--- config.mk ---
export PLATFORM = sky130hd
export DESIGN_NAME = pbhe_core
export DESIGN_NICKNAME = d
export VERILOG_FILES = /design/src/shared/pbhe_pkg.sv /design/src/hw/pbhe_mem.sv /design/src/hw/pbhe_core.sv
export VERILOG_INCLUDE_DIRS = /design/src /design/src/shared
export SDC_FILE = /design/constraint.sdc
export NUM_CORES = 1
export LEC_CHECK = 0
export BUFFER_PORTS_ARGS = -buffer_cell sky130_fd_sc_hd__buf_2
export CAP_MARGIN = 0
export CORE_MARGIN = 2
export CORE_UTILIZATION = 55
export DETAILED_ROUTE_END_ITERATION = 10
export PLACE_DENSITY = 0.74
export RECOVER_POWER = 100
export SLEW_MARGIN = 20
export SYNTH_ARGS = -nofsm -noshare
export SYNTH_HDL_FRONTEND = slang
export SYNTH_SLANG_ARGS = --single-unit
--- constraint.sdc ---
create_clock -name aclk -period 6.1 [get_ports aclk]
set_input_delay 1.83 -clock aclk [delete_from_list [all_inputs] [get_ports aclk]]
set_output_delay 1.83 -clock aclk [all_outputs]
set_load 0.01 [all_outputs]
--- src/shared/pbhe_defines.svh ---
`ifndef PBHE_DEFINES_SVH
`define PBHE_DEFINES_SVH
// register byte offsets
`define PBHE_CMD_OFF 12'h004
`define PBHE_SSTAT_OFF 12'h01c
`define PBHE_BCTL_OFF 12'h03c
// field positions inside the 32-bit words
`define PBHE_CMD_PRE 6
`define PBHE_CMD_SERR 8
`define PBHE_ST_DPD 24
`define PBHE_ST_SSE 30
`define PBHE_ST_DET 31
`define PBHE_BCTL_PRE 16
// reset values of the enable bits
`define PBHE_PRE_RST 1'h0
`define PBHE_SERR_RST 1'h0
// link cycles from a data transfer to parity-error
`define PBHE_PERR_LAG 2
// bus answers
`define PBHE_RESP_OKAY 2'h0
`define PBHE_RESP_SLVERR 2'h2
`endif

--- src/shared/pbhe_pkg.sv ---
`default_nettype none
package pbhe_pkg;
   // what the bridge core is doing in the current data phase
   typedef enum logic [2:0] {
      K_IDLE, K_CFG0, K_RD_MASTER, K_RD_TARGET, K_DW_INIT
   } pbhe_kind_t;
   typedef enum logic [1:0] {R_NONE, R_CMD, R_SSTAT, R_BCTL} pbhe_reg_t;
   // one pci bus as seen on its pins
   typedef struct packed {
      logic pclk;
      logic addr_phase;
      logic data_phase;
      logic [31:0] ad;
      logic [3:0] cbe;
      logic par;
      logic parity_error_n;
   } pbhe_bus_t;
   // context from the bridge core, same clock as this block
   typedef struct packed {
      pbhe_kind_t kind;
      logic multi;
      logic claim;
   } pbhe_ctx_t;
   // pin drive for one bus, each with its own output enable
   typedef struct packed {
      logic device_select_n;
      logic device_select_oe;
      logic target_ready_n;
      logic target_ready_oe;
      logic stop_n;
      logic stop_oe;
      logic parity_error_n;
      logic parity_error_oe;
      logic par;
      logic par_oe;
   } pbhe_drv_t;
   typedef struct packed {
      logic valid;
      logic [31:0] ad;
      logic [3:0] cbe;
      logic par;
   } pbhe_fwd_t;
   typedef struct packed {
      logic side;
      logic [31:0] addr;
      logic [3:0] cmd;
      logic apar;
      logic [31:0] data;
      logic [3:0] be;
      logic dpar;
   } pbhe_dwq_t;
   // per-bus state on link edges
   typedef struct packed {
      logic calc;
      logic was_addr;
      logic was_data;
      logic multi;
      pbhe_kind_t kind;
      logic [31:0] ad;
      logic [3:0] cbe;
      logic blk;
      logic trdy;
      logic stop;
      logic [31:0] lat_addr;
      logic [3:0] lat_cmd;
      logic lat_apar;
   } pbhe_side_t;
endpackage
`default_nettype wire

--- src/hw/pbhe_mem.sv ---
`timescale 1ns/10ps
`default_nettype none
// small storage with registered read data
module pbhe_mem #(
   parameter int WIDTH = 75,
   parameter int DEPTH = 4
) (
   input wire logic clk,
   input wire logic we,
   input wire logic [$clog2(DEPTH)-1:0] waddr,
   input wire logic [WIDTH-1:0] wdata,
   input wire logic [$clog2(DEPTH)-1:0] raddr,
   output logic [WIDTH-1:0] rdata
);
   logic [WIDTH-1:0] mem [DEPTH];

   generate
      if (DEPTH < 2) begin : g_bad
         $error("pbhe_mem: depth below two");
      end
   endgenerate

   // no reset: contents are only read once written
   always_ff @(posedge clk) begin
      if (we) begin
         mem[waddr] <= wdata;
      end
      rdata <= mem[raddr];
   end
endmodule
`default_nettype wire

--- src/hw/pbhe_core.sv ---
// Added by the designer: the register offsets and the AXI4-Lite slave port.
`timescale 1ns/10ps
`default_nettype none
`include "pbhe_defines.svh"
// Functional notes
// check address parity on every transaction, both buses
// carry observed parity unchanged to other bus
// primary address error: block claim if enabled
// primary address error raises system error if enabled
// secondary address error: block claim if enabled
// secondary address error raises system error if enabled
// config write error: ready, store, flag if enabled
// config write error always sets detected bit
// downstream read error: flag, detect, data-parity bit
// downstream bad data returned with its parity
// upstream read error: flag, detect, data-parity bit
// upstream bad data returned with its parity
// initiator reports bad read data itself
// initiator parity error on returned data ignored
// delayed write captured whole and retried
// bad delayed write, enabled: ready, no queue
// bad delayed write, disabled: retry and queue
// initiator repeats a retried delayed write
// bad delayed write always sets detected bit
// secondary enable lives in bridge control
// even parity, compared one link cycle later
module pbhe_core
   import pbhe_pkg::*;
#(
   parameter int DWQ_DEPTH = 4,
   parameter int PERR_LAG = `PBHE_PERR_LAG
) (
   input wire logic aclk,
   input wire logic aresetn,
   input wire logic [11:0] s_axi_awaddr,
   input wire logic s_axi_awvalid,
   output logic s_axi_awready,
   input wire logic [31:0] s_axi_wdata,
   input wire logic [3:0] s_axi_wstrb,
   input wire logic s_axi_wvalid,
   output logic s_axi_wready,
   output logic [1:0] s_axi_bresp,
   output logic s_axi_bvalid,
   input wire logic s_axi_bready,
   input wire logic [11:0] s_axi_araddr,
   input wire logic s_axi_arvalid,
   output logic s_axi_arready,
   output logic [31:0] s_axi_rdata,
   output logic [1:0] s_axi_rresp,
   output logic s_axi_rvalid,
   input wire logic s_axi_rready,
   input wire pbhe_bus_t [1:0] bus,
   input wire pbhe_ctx_t [1:0] ctx,
   output pbhe_drv_t [1:0] drv,
   output pbhe_fwd_t [1:0] fwd,
   output logic primary_system_error_n,
   output logic primary_system_error_oe,
   output logic cfg_store,
   output pbhe_dwq_t dwq_head,
   output logic dwq_valid,
   input wire logic dwq_pop
);
   localparam int AW = $clog2(DWQ_DEPTH);

   generate
      if (DWQ_DEPTH < 2 || (1 << AW) != DWQ_DEPTH) begin : g_bad_depth
         $error("pbhe_core: queue depth must be a power of two");
      end
      if (PERR_LAG < 2) begin : g_bad_lag
         $error("pbhe_core: parity-error lag below two");
      end
   endgenerate

   function automatic logic even_par(input logic [31:0] ad,
                                     input logic [3:0] cbe);
      return ^{ad, cbe};
   endfunction

   function automatic pbhe_reg_t reg_sel(input logic [11:0] a);
      logic [11:0] w;
      w = {a[11:2], 2'h0};
      if (w == `PBHE_CMD_OFF) begin
         return R_CMD;
      end else if (w == `PBHE_SSTAT_OFF) begin
         return R_SSTAT;
      end else if (w == `PBHE_BCTL_OFF) begin
         return R_BCTL;
      end
      return R_NONE;
   endfunction

   pbhe_bus_t [1:0] sync1, sync2;
   logic [1:0] clk_q;
   pbhe_side_t [1:0] side, next_side;
   logic [1:0][PERR_LAG-1:0] perr_sh, next_perr_sh;
   logic [1:0] det, next_det, dpd, next_dpd, pre;
   logic sse, next_sse, serr, next_serr, serr_age, next_serr_age;
   pbhe_fwd_t [1:0] next_fwd;
   logic next_cfg_store;
   logic [1:0] rise, ape, dpe, push;
   logic cmd_pre, next_cmd_pre, cmd_serr, next_cmd_serr;
   logic bctl_pre, next_bctl_pre;
   logic next_bvalid, next_rvalid;
   logic [1:0] next_bresp, next_rresp;
   logic [31:0] next_rdata;
   logic wr_go, rd_go;
   pbhe_reg_t wsel;
   logic [1:0] clr_det, clr_dpd;
   logic clr_sse;
   logic [AW-1:0] wp, next_wp, rp, next_rp;
   logic [AW:0] cnt, next_cnt;
   logic head_ok, next_head_ok, push_go, pop;
   pbhe_dwq_t w_ent;

   // two flops on every pin group; clock and data share the same delay,
   // so a detected link edge pairs with the bus value at that edge
   always_ff @(posedge aclk) begin
      if (!aresetn) begin
         sync1 <= '0;
         sync2 <= '0;
         clk_q <= 2'h0;
      end else begin
         sync1 <= bus;
         sync2 <= sync1;
         clk_q <= {sync2[1].pclk, sync2[0].pclk};
      end
   end

   // link edges and parity checks, index 0 primary, 1 secondary
   always_comb begin
      pre = {bctl_pre, cmd_pre};
      for (int s = 0; s < 2; s++) begin
         rise[s] = sync2[s].pclk & ~clk_q[s];
         // every address phase is checked, whatever the command
         ape[s] = rise[s] & side[s].was_addr &
                  (sync2[s].par != side[s].calc);
         dpe[s] = rise[s] & side[s].was_data &
                  (sync2[s].par != side[s].calc);
      end
   end

   // software write strobes for the sticky status bits
   assign wr_go = s_axi_awvalid & s_axi_wvalid & ~s_axi_bvalid;
   assign wsel = reg_sel(s_axi_awaddr);
   assign clr_det[0] = wr_go & (wsel == R_CMD) & s_axi_wstrb[3] &
                       s_axi_wdata[`PBHE_ST_DET];
   assign clr_dpd[0] = wr_go & (wsel == R_CMD) & s_axi_wstrb[3] &
                       s_axi_wdata[`PBHE_ST_DPD];
   assign clr_sse = wr_go & (wsel == R_CMD) & s_axi_wstrb[3] &
                    s_axi_wdata[`PBHE_ST_SSE];
   assign clr_det[1] = wr_go & (wsel == R_SSTAT) & s_axi_wstrb[3] &
                       s_axi_wdata[`PBHE_ST_DET];
   assign clr_dpd[1] = wr_go & (wsel == R_SSTAT) & s_axi_wstrb[3] &
                       s_axi_wdata[`PBHE_ST_DPD];

   // per-bus reaction to each link edge; clears come first so a
   // hardware set in the same cycle wins
   always_comb begin
      next_side = side;
      next_perr_sh = perr_sh;
      next_det = det & ~clr_det;
      next_dpd = dpd & ~clr_dpd;
      next_sse = sse & ~clr_sse;
      next_serr = serr;
      next_serr_age = serr_age;
      next_cfg_store = 1'b0;
      push = 2'h0;
      // system error stands for at least one full primary cycle; aged
      // ahead of the checks so a fresh error in the same cycle wins
      if (rise[0] & serr) begin
         next_serr_age = 1'b1;
         if (serr_age) begin
            next_serr = 1'b0;
            next_serr_age = 1'b0;
         end
      end
      for (int s = 0; s < 2; s++) begin
         next_fwd[s] = fwd[s];
         next_fwd[s].valid = 1'b0;
         if (rise[s]) begin
            next_side[s].calc = even_par(sync2[s].ad, sync2[s].cbe);
            next_side[s].was_addr = sync2[s].addr_phase;
            next_side[s].was_data = sync2[s].data_phase;
            next_side[s].kind = ctx[s].kind;
            next_side[s].multi = ctx[s].multi;
            next_side[s].ad = sync2[s].ad;
            next_side[s].cbe = sync2[s].cbe;
            next_side[s].trdy = 1'b0;
            next_side[s].stop = 1'b0;
            next_perr_sh[s] = {perr_sh[s][PERR_LAG-2:0], 1'b0};
            if (side[s].was_addr) begin
               next_side[s].lat_addr = side[s].ad;
               next_side[s].lat_cmd = side[s].cbe;
               next_side[s].lat_apar = sync2[s].par;
               next_side[s].blk = ape[s] & pre[s];
            end
            if (ape[s]) begin
               next_det[s] = 1'b1;
               if (cmd_serr & pre[s]) begin
                  next_sse = 1'b1;
                  next_serr = 1'b1;
                  next_serr_age = 1'b0;
               end
            end
            if (side[s].was_data) begin
               // data goes across with the parity seen
               next_fwd[s] = '{1'b1, side[s].ad, side[s].cbe, sync2[s].par};
               case (side[s].kind)
                  K_CFG0: begin
                     next_side[s].trdy = 1'b1;
                     next_cfg_store = 1'b1;
                     next_perr_sh[s][0] = dpe[s] & pre[s];
                     next_det[s] = next_det[s] | dpe[s];
                  end
                  K_RD_MASTER: begin
                     next_perr_sh[s][0] = dpe[s] & pre[s];
                     next_det[s] = next_det[s] | dpe[s];
                     next_dpd[s] = next_dpd[s] | (dpe[s] & pre[s]);
                  end
                  K_DW_INIT: begin
                     next_det[s] = next_det[s] | dpe[s];
                     if (dpe[s] & pre[s]) begin
                        next_side[s].trdy = 1'b1;
                        next_side[s].stop = side[s].multi;
                        next_perr_sh[s][0] = 1'b1;
                     end else begin
                        next_side[s].stop = 1'b1;
                        push[s] = 1'b1;
                     end
                  end
                  default: begin
                     // returned read data: an initiator parity error
                     // is its own business
                  end
               endcase
            end
         end
      end
   end

   always_ff @(posedge aclk) begin
      if (!aresetn) begin
         side <= '0;
         perr_sh <= '0;
         det <= 2'h0;
         dpd <= 2'h0;
         sse <= 1'b0;
         serr <= 1'b0;
         serr_age <= 1'b0;
         fwd <= '0;
         cfg_store <= 1'b0;
      end else begin
         side <= next_side;
         perr_sh <= next_perr_sh;
         det <= next_det;
         dpd <= next_dpd;
         sse <= next_sse;
         serr <= next_serr;
         serr_age <= next_serr_age;
         fwd <= next_fwd;
         cfg_store <= next_cfg_store;
      end
   end

   // delayed write capture; primary wins a same-cycle clash and the
   // loser is only retried, which its initiator repeats
   always_comb begin
      pop = dwq_pop & dwq_valid;
      push_go = (push[0] | push[1]) & (cnt != DWQ_DEPTH[AW:0]);
      w_ent.side = ~push[0];
      w_ent.addr = push[0] ? side[0].lat_addr : side[1].lat_addr;
      w_ent.cmd = push[0] ? side[0].lat_cmd : side[1].lat_cmd;
      w_ent.apar = push[0] ? side[0].lat_apar : side[1].lat_apar;
      w_ent.data = push[0] ? side[0].ad : side[1].ad;
      w_ent.be = push[0] ? side[0].cbe : side[1].cbe;
      w_ent.dpar = push[0] ? sync2[0].par : sync2[1].par;
      next_wp = push_go ? wp + 1'b1 : wp;
      next_rp = pop ? rp + 1'b1 : rp;
      next_cnt = cnt + {{AW{1'b0}}, push_go} - {{AW{1'b0}}, pop};
      // read data lag one cycle behind a pointer move
      next_head_ok = ~pop & ~(push_go & (cnt == '0));
   end

   always_ff @(posedge aclk) begin
      if (!aresetn) begin
         wp <= '0;
         rp <= '0;
         cnt <= '0;
         head_ok <= 1'b0;
      end else begin
         wp <= next_wp;
         rp <= next_rp;
         cnt <= next_cnt;
         head_ok <= next_head_ok;
      end
   end

   assign dwq_valid = (cnt != '0) & head_ok;

   pbhe_mem #(
      .WIDTH($bits(pbhe_dwq_t)),
      .DEPTH(DWQ_DEPTH)
   ) u_dwq (
      .clk(aclk),
      .we(push_go),
      .waddr(wp),
      .wdata(w_ent),
      .raddr(rp),
      .rdata(dwq_head)
   );

   // axi4-lite slave: address and data taken together, answer next cycle
   assign s_axi_awready = wr_go;
   assign s_axi_wready = wr_go;
   assign s_axi_arready = ~s_axi_rvalid;
   assign rd_go = s_axi_arvalid & ~s_axi_rvalid;

   always_comb begin
      next_cmd_pre = cmd_pre;
      next_cmd_serr = cmd_serr;
      next_bctl_pre = bctl_pre;
      next_bvalid = s_axi_bvalid & ~s_axi_bready;
      next_bresp = s_axi_bresp;
      next_rvalid = s_axi_rvalid & ~s_axi_rready;
      next_rresp = s_axi_rresp;
      next_rdata = s_axi_rdata;
      if (wr_go) begin
         next_bvalid = 1'b1;
         next_bresp = (wsel == R_NONE) ? `PBHE_RESP_SLVERR : `PBHE_RESP_OKAY;
         if (wsel == R_CMD && s_axi_wstrb[0]) begin
            next_cmd_pre = s_axi_wdata[`PBHE_CMD_PRE];
         end
         if (wsel == R_CMD && s_axi_wstrb[1]) begin
            next_cmd_serr = s_axi_wdata[`PBHE_CMD_SERR];
         end
         if (wsel == R_BCTL && s_axi_wstrb[2]) begin
            next_bctl_pre = s_axi_wdata[`PBHE_BCTL_PRE];
         end
      end
      if (rd_go) begin
         next_rvalid = 1'b1;
         next_rresp = `PBHE_RESP_OKAY;
         next_rdata = 32'h0;
         case (reg_sel(s_axi_araddr))
            R_CMD: begin
               next_rdata[`PBHE_CMD_PRE] = cmd_pre;
               next_rdata[`PBHE_CMD_SERR] = cmd_serr;
               next_rdata[`PBHE_ST_DPD] = dpd[0];
               next_rdata[`PBHE_ST_SSE] = sse;
               next_rdata[`PBHE_ST_DET] = det[0];
            end
            R_SSTAT: begin
               next_rdata[`PBHE_ST_DPD] = dpd[1];
               next_rdata[`PBHE_ST_DET] = det[1];
            end
            R_BCTL: begin
               next_rdata[`PBHE_BCTL_PRE] = bctl_pre;
            end
            default: begin
               next_rresp = `PBHE_RESP_SLVERR;
            end
         endcase
      end
   end

   always_ff @(posedge aclk) begin
      if (!aresetn) begin
         cmd_pre <= `PBHE_PRE_RST;
         cmd_serr <= `PBHE_SERR_RST;
         bctl_pre <= `PBHE_PRE_RST;
         s_axi_bvalid <= 1'b0;
         s_axi_bresp <= `PBHE_RESP_OKAY;
         s_axi_rvalid <= 1'b0;
         s_axi_rresp <= `PBHE_RESP_OKAY;
         s_axi_rdata <= 32'h0;
      end else begin
         cmd_pre <= next_cmd_pre;
         cmd_serr <= next_cmd_serr;
         bctl_pre <= next_bctl_pre;
         s_axi_bvalid <= next_bvalid;
         s_axi_bresp <= next_bresp;
         s_axi_rvalid <= next_rvalid;
         s_axi_rresp <= next_rresp;
         s_axi_rdata <= next_rdata;
      end
   end

   // pin drive; a blocked claim leaves the select pin undriven
   always_comb begin
      for (int s = 0; s < 2; s++) begin
         drv[s].device_select_oe = ctx[s].claim & ~side[s].blk;
         drv[s].device_select_n = ~drv[s].device_select_oe;
         drv[s].target_ready_n = ~side[s].trdy;
         drv[s].target_ready_oe = side[s].trdy | side[s].stop;
         drv[s].stop_n = ~side[s].stop;
         drv[s].stop_oe = side[s].trdy | side[s].stop;
         drv[s].parity_error_n = ~perr_sh[s][PERR_LAG-2];
         drv[s].parity_error_oe = perr_sh[s][PERR_LAG-2];
         drv[s].par = fwd[1-s].par;
         // only the parity slot after returned data, never an address slot
         drv[s].par_oe = (ctx[s].kind == K_RD_TARGET) & side[s].was_data;
      end
   end

   assign primary_system_error_n = 1'b0;
   assign primary_system_error_oe = serr;
endmodule
`default_nettype wire

==> results by group, run 1 <==
Yosys
  – Synthesized instance count: 2242
  – Area contributors post-synth: dfxtp_1 35%, edfxtp_1 31%, nand2_1 6.3%
  – Synth Warn #: 0
  – Seq/Total Area, Yosys: 66.5%
  – Synth unique cells: 53
  – Mapped Avg Cell Area: 12.9 um^2
  – Asr flop ratio synth: 0%
  – Ys flop type: dfxtp_1
  – Post-synth EDFFs: 300
  – Post-synth top area cell: dfxtp_1
  – Mapped Area: 0.0289 mm^2
  – Number of synthesized register bits: 810
  – Top cell type's share of synthesized area: 35.3%

Floorplan
  – Die Height: 233 um
  – Core Area: 0.0522 mm^2
  – Rows: 84
  – Starting density of the core: 55.3%
  – IO Count: 376
  – Die width: 233 um
  – Die footprint: 0.0544 mm^2

Setup path
  – RR Startpoint: side[78]
  – Worst path cell trace: or3b_1 -> a211oi_4 -> clkbuf_1 -> a21oi_1 -> a21oi_4 -> and2_4 -> buf_4
  – R2r setup slk: 1.18 ns
  – Crit path capture: u_dwq.mem[0][1]
  – Nature of the critical path startpoint: flop
  – CP Depth: 7
  – CP bufs+invs: 2
  – Worst setup path class: reg2reg
  – Crit-path max FO: 41
  – Critical path capture point type: flop
  – Crit path DAT: 5.14 ns
  – Path depth of the worst reg2reg path: 7
  – CP Launch Point: side[78]
  – Max incr delay on CP: 1.47 ns
  – R2r endpoint: u_dwq.mem[0][1]
  – CP required: 6.32 ns
  – Critical path's top delay family: buffers and inverters
  – Slowest-stage cell, CP: clkbuf_1

Pwr
  – Internal power: 8800 uW
  – P_sw: 2330 uW
  – Sw Share: 20.9%
  – Logic pwr share: 5.2%
  – Clock power share: 43.0%
  – Power density cells: 335 mW/mm^2
  – VDD IR-drop max: 0.197 mV
  – Leak: 0.0116 uW
  – Sequential share of power: 51.7%

Route
  – Routed wl met3: 4.17 mm
  – First DRT Iteration DRCs: 1388
  – WL met1: 28.8 mm
  – DRC: 0
  – Top Metal Used: met4
  – DR vias: 17115
  – WL/cell: 19.2 um
  – DR WL met2: 28.8 mm
  – Total Wirelength: 63.2 mm
  – Antenna viol nets, final: 0
  – Vias/cell: 5.21
  – Pre-antenna DRT Iters: 5

Timing
  – Fin crit share: 80.6%
  – Minimum clock period: 4.92 ns
  – Hold slack: 0.430 ns
  – Worst Tran Pin Value: 2.74 ns
  – Setup Viol. Count Final: 0
  – Rel. slew slack: -82.5%
  – RSZ-0062 raised after global routing: no
  – Final Hold Violating Endpoints: 0
  – Fmax: 0.203 GHz
  – Skew final: 0.0203 ns
  – Slew Viols, Final: 409
  – TNS Setup: 0 ns

Clocking
  – Clock transition at path regs: 0.06 ns
  – Total setup buffers inserted after CTS: 0
  – CTS Hold Bufs: 0
  – H-tree Lvls: 3
  – Number of gates resized after CTS: 0
  – Cts bufs inserted: 79
  – Clock Latency Late Sink: 0.60 ns
  – Clock Path Buffers: 3
  – Clk sinks: 810
  – Clock root cell: clkbuf_16
  – CTS tree: done

Status
  – Failing checks: capacitance limit, slew limit
  – Status: complete, but fails checks

Finish
  – Area grow syn2layout: 14.9%
  – Layout cell share with drive strength beyond 1: 13.5%
  – Layout Nets: 2695
  – Non-filler cells, final: 3285

Flow run
  – Max_cap viols: 7

Worst hold path
  – Min-delay worst type: reg2reg

Placement
  – # port buffers: 314
  – DP Cell Count: 3132
  – Placer Congestion: 0.862
  – Detailed Place HPWL: 40.7 mm

Global route
  – Largest net degree at the start of global routing: 253
  – Global-route wire length before repair: 96.0 mm
  – Initial antenna violation count: 2
  – Vias in the first global route: 16917
  – Grt total ovfl: 0
  – Gr usage total: 23.2%
-- cell families after synthesis --
| family | Yosys count | share of synthesized area, % |
|---|---|---|
| AO/OA/AOI/OAI | 277 | 7.14 |
| XOR/XNOR | 78 | 2.46 |
| adder cells (fa/ha/maj) | 7 | 0.329 |
| buffers and inverters | 177 | 2.94 |
| flip-flops | 810 | 66.5 |
| multiplexers | 153 | 8.87 |
| other | 1 | 0.0130 |
| AND/OR/NAND/NOR | 739 | 11.8 |
-- synth_stat cells, drive strengths merged (2+ instances only) --
master / instances
mux4: 75
xor2: 10
nor4: 3
ha: 6
edfxtp: 300
and3: 3
nor4b: 2
nand2b: 5
nor2: 8
inv: 16
mux2: 74
and4b: 2
nand3: 7
mux2i: 4
o21a: 2
o22ai: 2
and2: 184
nand2: 488
a22oi: 7
nand4: 6
nor3: 4
dfxtp: 510
nor2b: 18
a21oi: 6
xnor3: 2
xnor2: 66
a22o: 2
a21boi: 240
or4b: 2
o21ai: 11
clkbuf: 96
buf: 65
or3: 2
-- routing by layer --
layer / vias to the layer above / GRT usage (%)
li1: 8193 / -
met1: 8321 / 33.5
met2: 513 / 35.5
met3: 88 / 4.30
met4: 0 / 7.62
met5: - / 0
-- flip-flops by register name, indices dropped and copies added (netlist names), 2 cells and up --
| register | cells |
|---|---|
| rp | 2 |
| sync1 | 80 |
| det | 2 |
| sync2 | 80 |
| cnt | 3 |
| side | 166 |
| wp | 2 |
| u_dwq.rdata | 75 |
| drv | 4 |
| fwd | 74 |
| clk_q | 2 |
| dpd | 2 |
| u_dwq.mem | 300 |
| s_axi_rdata | 6 |
-- power groups by stage --
stage / registers (uW) / logic, uW / clock network, uW
floorplan: 5870 / 417 / 0
global placement: 5890 / 559 / 0
detailed placement: 5900 / 570 / 0
finish: 5760 / 583 / 4780
global route: 5770 / 644 / 5100
CTS: 5780 / 574 / 4880
-- layout make-up --
class | count | area [um^2]
diodes | 2 | 5.00
clock buffers | 119 | 2320
clock inverters | 29 | 255
fillers | 3993 | 19000
inverters | 16 | 60.1
multi-input cells | 1283 | 8970
flip-flops and latches | 810 | 19200
well taps | 688 | 861
repair buffers | 338 | 1520
-- layout by cell type, fill, tap and decap left out, drive strengths merged, types with 2 or more instances in the layout --
master,synthesis,final
conb,1,29
o21ai,11,11
a22o,2,2
mux2,74,74
ha,6,6
nand2,488,488
o21a,2,2
bufinv,0,4
edfxtp,300,300
nand3,7,7
nand2b,5,5
and3,3,3
clkbuf,96,315
or4b,2,2
nor4b,2,2
xor2,10,10
nor4,3,3
nor2,8,8
diode,0,2
a22oi,7,7
buf,65,142
and2,184,184
dfxtp,510,510
xnor2,66,66
mux4,75,75
mux2i,4,4
nand4,6,6
or3,2,2
nor3,4,4
xnor3,2,2
a21boi,240,240
clkinv,0,20
o22ai,2,2
nor2b,18,18
inv,16,20
and4b,2,2
a21oi,6,6
-- per-stage QoR --
step,total power [uW],utilization (%),setup WS (ns),instance area (um^2)
floorplan,6280,-,1.92,29000
global placement,6450,59.1,1.90,30900
detailed placement,6470,59.1,1.87,30900
CTS,11200,64.0,1.87,33400
global route,11500,63.6,0.913,33200
finish,11100,63.6,1.18,33200
-- worst min-delay path by stage --
stage	start	to	slack, ns	cells after the start
floorplan	sync1[10]	sync2[10]	0.41	1
global placement	sync1[42]	sync2[42]	0.41	1
detailed placement	sync1[36]	sync2[36]	0.42	1
CTS	sync1[64]	sync2[64]	0.43	1
global route	sync1[64]	sync2[64]	0.44	1
finish	sync1[73]	sync2[73]	0.43	1
Power figures use the tool's default switching activity.
==> run 2, diff against run 1 <==
- clock period: 6.1 -> 4.9 ns (I/O delays scaled with it)
==> run 2 against run 1 <==
  * The flow still finishes with violations (capacitance limit, slew limit)
  * Sequential power increased by 25%
  * Clock skew increased by 0.0037 ns
  * Global-route usage about the same
  * Utilization grew 0.11 points
  * Largest power group unchanged
  * Highest routed layer unchanged
==> results by group, run 2 (synthesized netlist as in run 1, its figures left out) <==
Status
  – Status: complete, but fails checks
  – Failing checks: capacitance limit, slew limit

Finish
  – Layout Nets: 2698 (+0.11%)
  – Most common cell after layout, fill and taps aside: dfxtp_1
  – Commonest cells after routing, fill and taps aside: 509 x dfxtp_1, 488 x nand2_1, 300 x edfxtp_1
  – Area grow syn2layout: 15.1%
  – Largest register FFs: 300 (unchanged)
  – Largest register by flop count: u_dwq.mem
  – Largest regs: u_dwq.mem (300), side (166)
  – Final core occ: 63.7% (+0.11 points)
  – Layout cell share with drive strength beyond 1: 13.6% (+0.082 points)

Timing
  – Minimum clock period: 3.97 ns (-0.951 ns)
  – Fmax: 0.252 GHz (+24%)
  – Rel. slew slack: -68.2% (+14 points)
  – Final Hold Violating Endpoints: 0 (unchanged)
  – Skew final: 0.0240 ns (+0.00368 ns)
  – Worst Slack Setup Final: 0.933 ns (-0.249 ns)
  – RSZ-0062 raised after global routing: no
  – Setup Viol. Count Final: 0 (unchanged)
  – Fin crit share: 81.0% (+0.34 points)
  – Slew Viols, Final: 293 (-28%)
  – Worst Tran Pin Value: 2.52 ns (-0.217 ns)
  – TNS Setup: 0 ns (unchanged)

Route
  – First DRT Iteration DRCs: 1416 (+2.0%)
  – Total Wirelength: 62.7 mm (-0.68%)
  – DR vias: 17143 (+0.16%)
  – Pre-antenna DRT Iters: 5 (unchanged)
  – WL/cell: 19.1 um (-0.62%)
  – DRC: 0 (unchanged)
  – Vias/cell: 5.22 (+0.22%)
  – Antenna viol nets, final: 0 (unchanged)

Setup path
  – RR Startpoint: side[78]
  – Slowest-stage cell, CP: and2_4
  – Worst path cell trace: or3b_1 -> a211oi_4 -> buf_4 -> a21oi_1 -> a21oi_1 -> and2_4 -> clkbuf_2
  – Crit path DAT: 4.20 ns (-0.94 ns)
  – R2r endpoint: u_dwq.mem[0][63]
  – Crit-path max FO: 36 (-12%)
  – Most used cell, CP: a21oi_1
  – R2r setup slk: 0.93 ns (-0.25 ns)
  – Worst setup path class: reg2reg
  – Nature of the critical path startpoint: flop
  – CP required: 5.13 ns (-1.19 ns)
  – Critical path capture point type: flop
  – Critical path's top delay family: simple AND/OR/NAND/NOR gates
  – CP bufs+invs: 2 (unchanged)
  – Max incr delay on CP: 0.67 ns (-0.80 ns)
  – Path depth of the worst reg2reg path: 7 (unchanged)

Worst hold path
  – Worst Hold Launch: sync1[43]
  – Min-delay worst type: reg2reg
  – Worst hold endpoint: sync2[43]
  – Min-Delay Path Depth: 1 (unchanged)

Floorplan
  – Die width: 233 um (unchanged)
  – Die Height: 233 um (unchanged)
  – Starting density of the core: 55.3% (unchanged)
  – Die footprint: 0.0544 mm^2 (unchanged)
  – IO Count: 376 (unchanged)
  – Rows: 84 (unchanged)
  – Core Area: 0.0522 mm^2 (unchanged)

Global route
  – Global-route wire length before repair: 95.5 mm (-0.53%)
  – Largest net degree at the start of global routing: 204 (-19%)
  – Vias in the first global route: 16687 (-1.4%)
  – Initial antenna violation count: 2 (unchanged)
  – Gr usage total: 23.2% (-0.029 points)
  – Grt total ovfl: 0 (unchanged)

Pwr
  – Leak: 0.0117 uW (+0.28%)
  – VDD IR-drop max: 0.272 mV (+38%)
  – Power density cells: 419 mW/mm^2 (+25%)

Placement
  – Placer Congestion: 0.852 (-1.1%)
  – Detailed Place HPWL: 41.3 mm (+1.5%)
  – DP Worst Slack: 1.35 ns (-0.519 ns)
  – # port buffers: 314 (unchanged)

Flow run
  – Max_cap viols: 4 (-3)

Clocking
  – CTS Hold Bufs: 0 (unchanged)
  – H-tree Lvls: 3 (unchanged)
  – Clock transition at path regs: 0.06 ns (about the same)
  – Clk sinks: 810 (unchanged)
  – Number of gates resized after CTS: 0 (unchanged)
  – Clock root cell: clkbuf_16
  – Cts bufs inserted: 79 (unchanged)
  – Clock Latency Late Sink: 0.61 ns (about the same)
  – Total setup buffers inserted after CTS: 0 (unchanged)
  – CTS tree: done
  – Clock Path Buffers: 3 (unchanged)
-- run 2: changes by cell type in the layout (fill, tap and decap cells not counted), moves of 2 or more --
| cell | previous run | this run |
|---|---|---|
| and2_0 | 64 | 66 |
| and2_1 | 116 | 114 |
| clkbuf_1 | 219 | 211 |
| clkbuf_2 | 3 | 9 |
| clkbuf_8 | 9 | 11 |
| clkinv_2 | 14 | 6 |
| clkinv_4 | 0 | 3 |
| clkinvlp_4 | 1 | 4 |
| inv_6 | 4 | 2 |
| mux2_1 | 70 | 74 |
| mux2_2 | 4 | 0 |
-- run 2: report_power, final --
group	total (uW)	switching, uW	internal (uW)
Sequential	7180	104	7070
Combinational	699	331	368
Clock	6070	2460	3610
Total	13900	2900	11100
-- run 2: through the flow --
stage	power [uW]	instances	cell area, um^2	hold slack, ns
6_report	13900	3283	33300	0.423
5_1_grt	14400	3283	33300	0.436
4_1_cts	14100	3282	33600	0.419
3_5_place_dp	8050	3138	30900	0.417
3_3_place_gp	8040	3138	30900	0.416
2_1_floorplan	7820	2270	29000	0.412
-- run 2: metal layers --
layer  global-route usage (%)  up-vias  part of all wire [%]
met3                     4.53       96                   6.9
met1                     33.7     8344                    45
li1                         -     8193                     -
met4                     7.19        0                   2.3
met2                     35.3      510                    46
met5                        0        -                     0
-- run 2: worst register-to-register path: stages (launching register included) --
cell,delay [ns]
dfxtp_1,0.41
or3b_1,0.43
a211oi_4,0.23
buf_4,0.44
a21oi_1,0.18
a21oi_1,0.61
and2_4,0.68
clkbuf_2,0.63
-- run 2: final cells by class --
class | instances | area (um^2)
Clock buffer | 116 | 2350
Multi-Input combinational cell | 1283 | 8950
Fill cell | 3935 | 19000
Tap cell | 688 | 861
Inverter | 16 | 60.1
Sequential cell | 810 | 19200
Clock inverter | 28 | 304
Antenna cell | 1 | 2.50
Timing Repair Buffer | 341 | 1510
-- run 2: worst max-delay path by stage --
stage                       end  slack (ns)     startpoint  cells after the start
2_1_floorplan   u_dwq.mem[0][0]        1.34       side[78]                      5
3_3_place_gp      s_axi_awready        1.42  s_axi_awvalid                      4
3_5_place_dp             cnt[2]        1.35       side[78]                     13
4_1_cts                  cnt[2]        1.36       side[78]                     13
5_1_grt         u_dwq.rdata[49]        0.63          rp[0]                      2
6_report       u_dwq.mem[0][63]        0.93       side[78]                      7
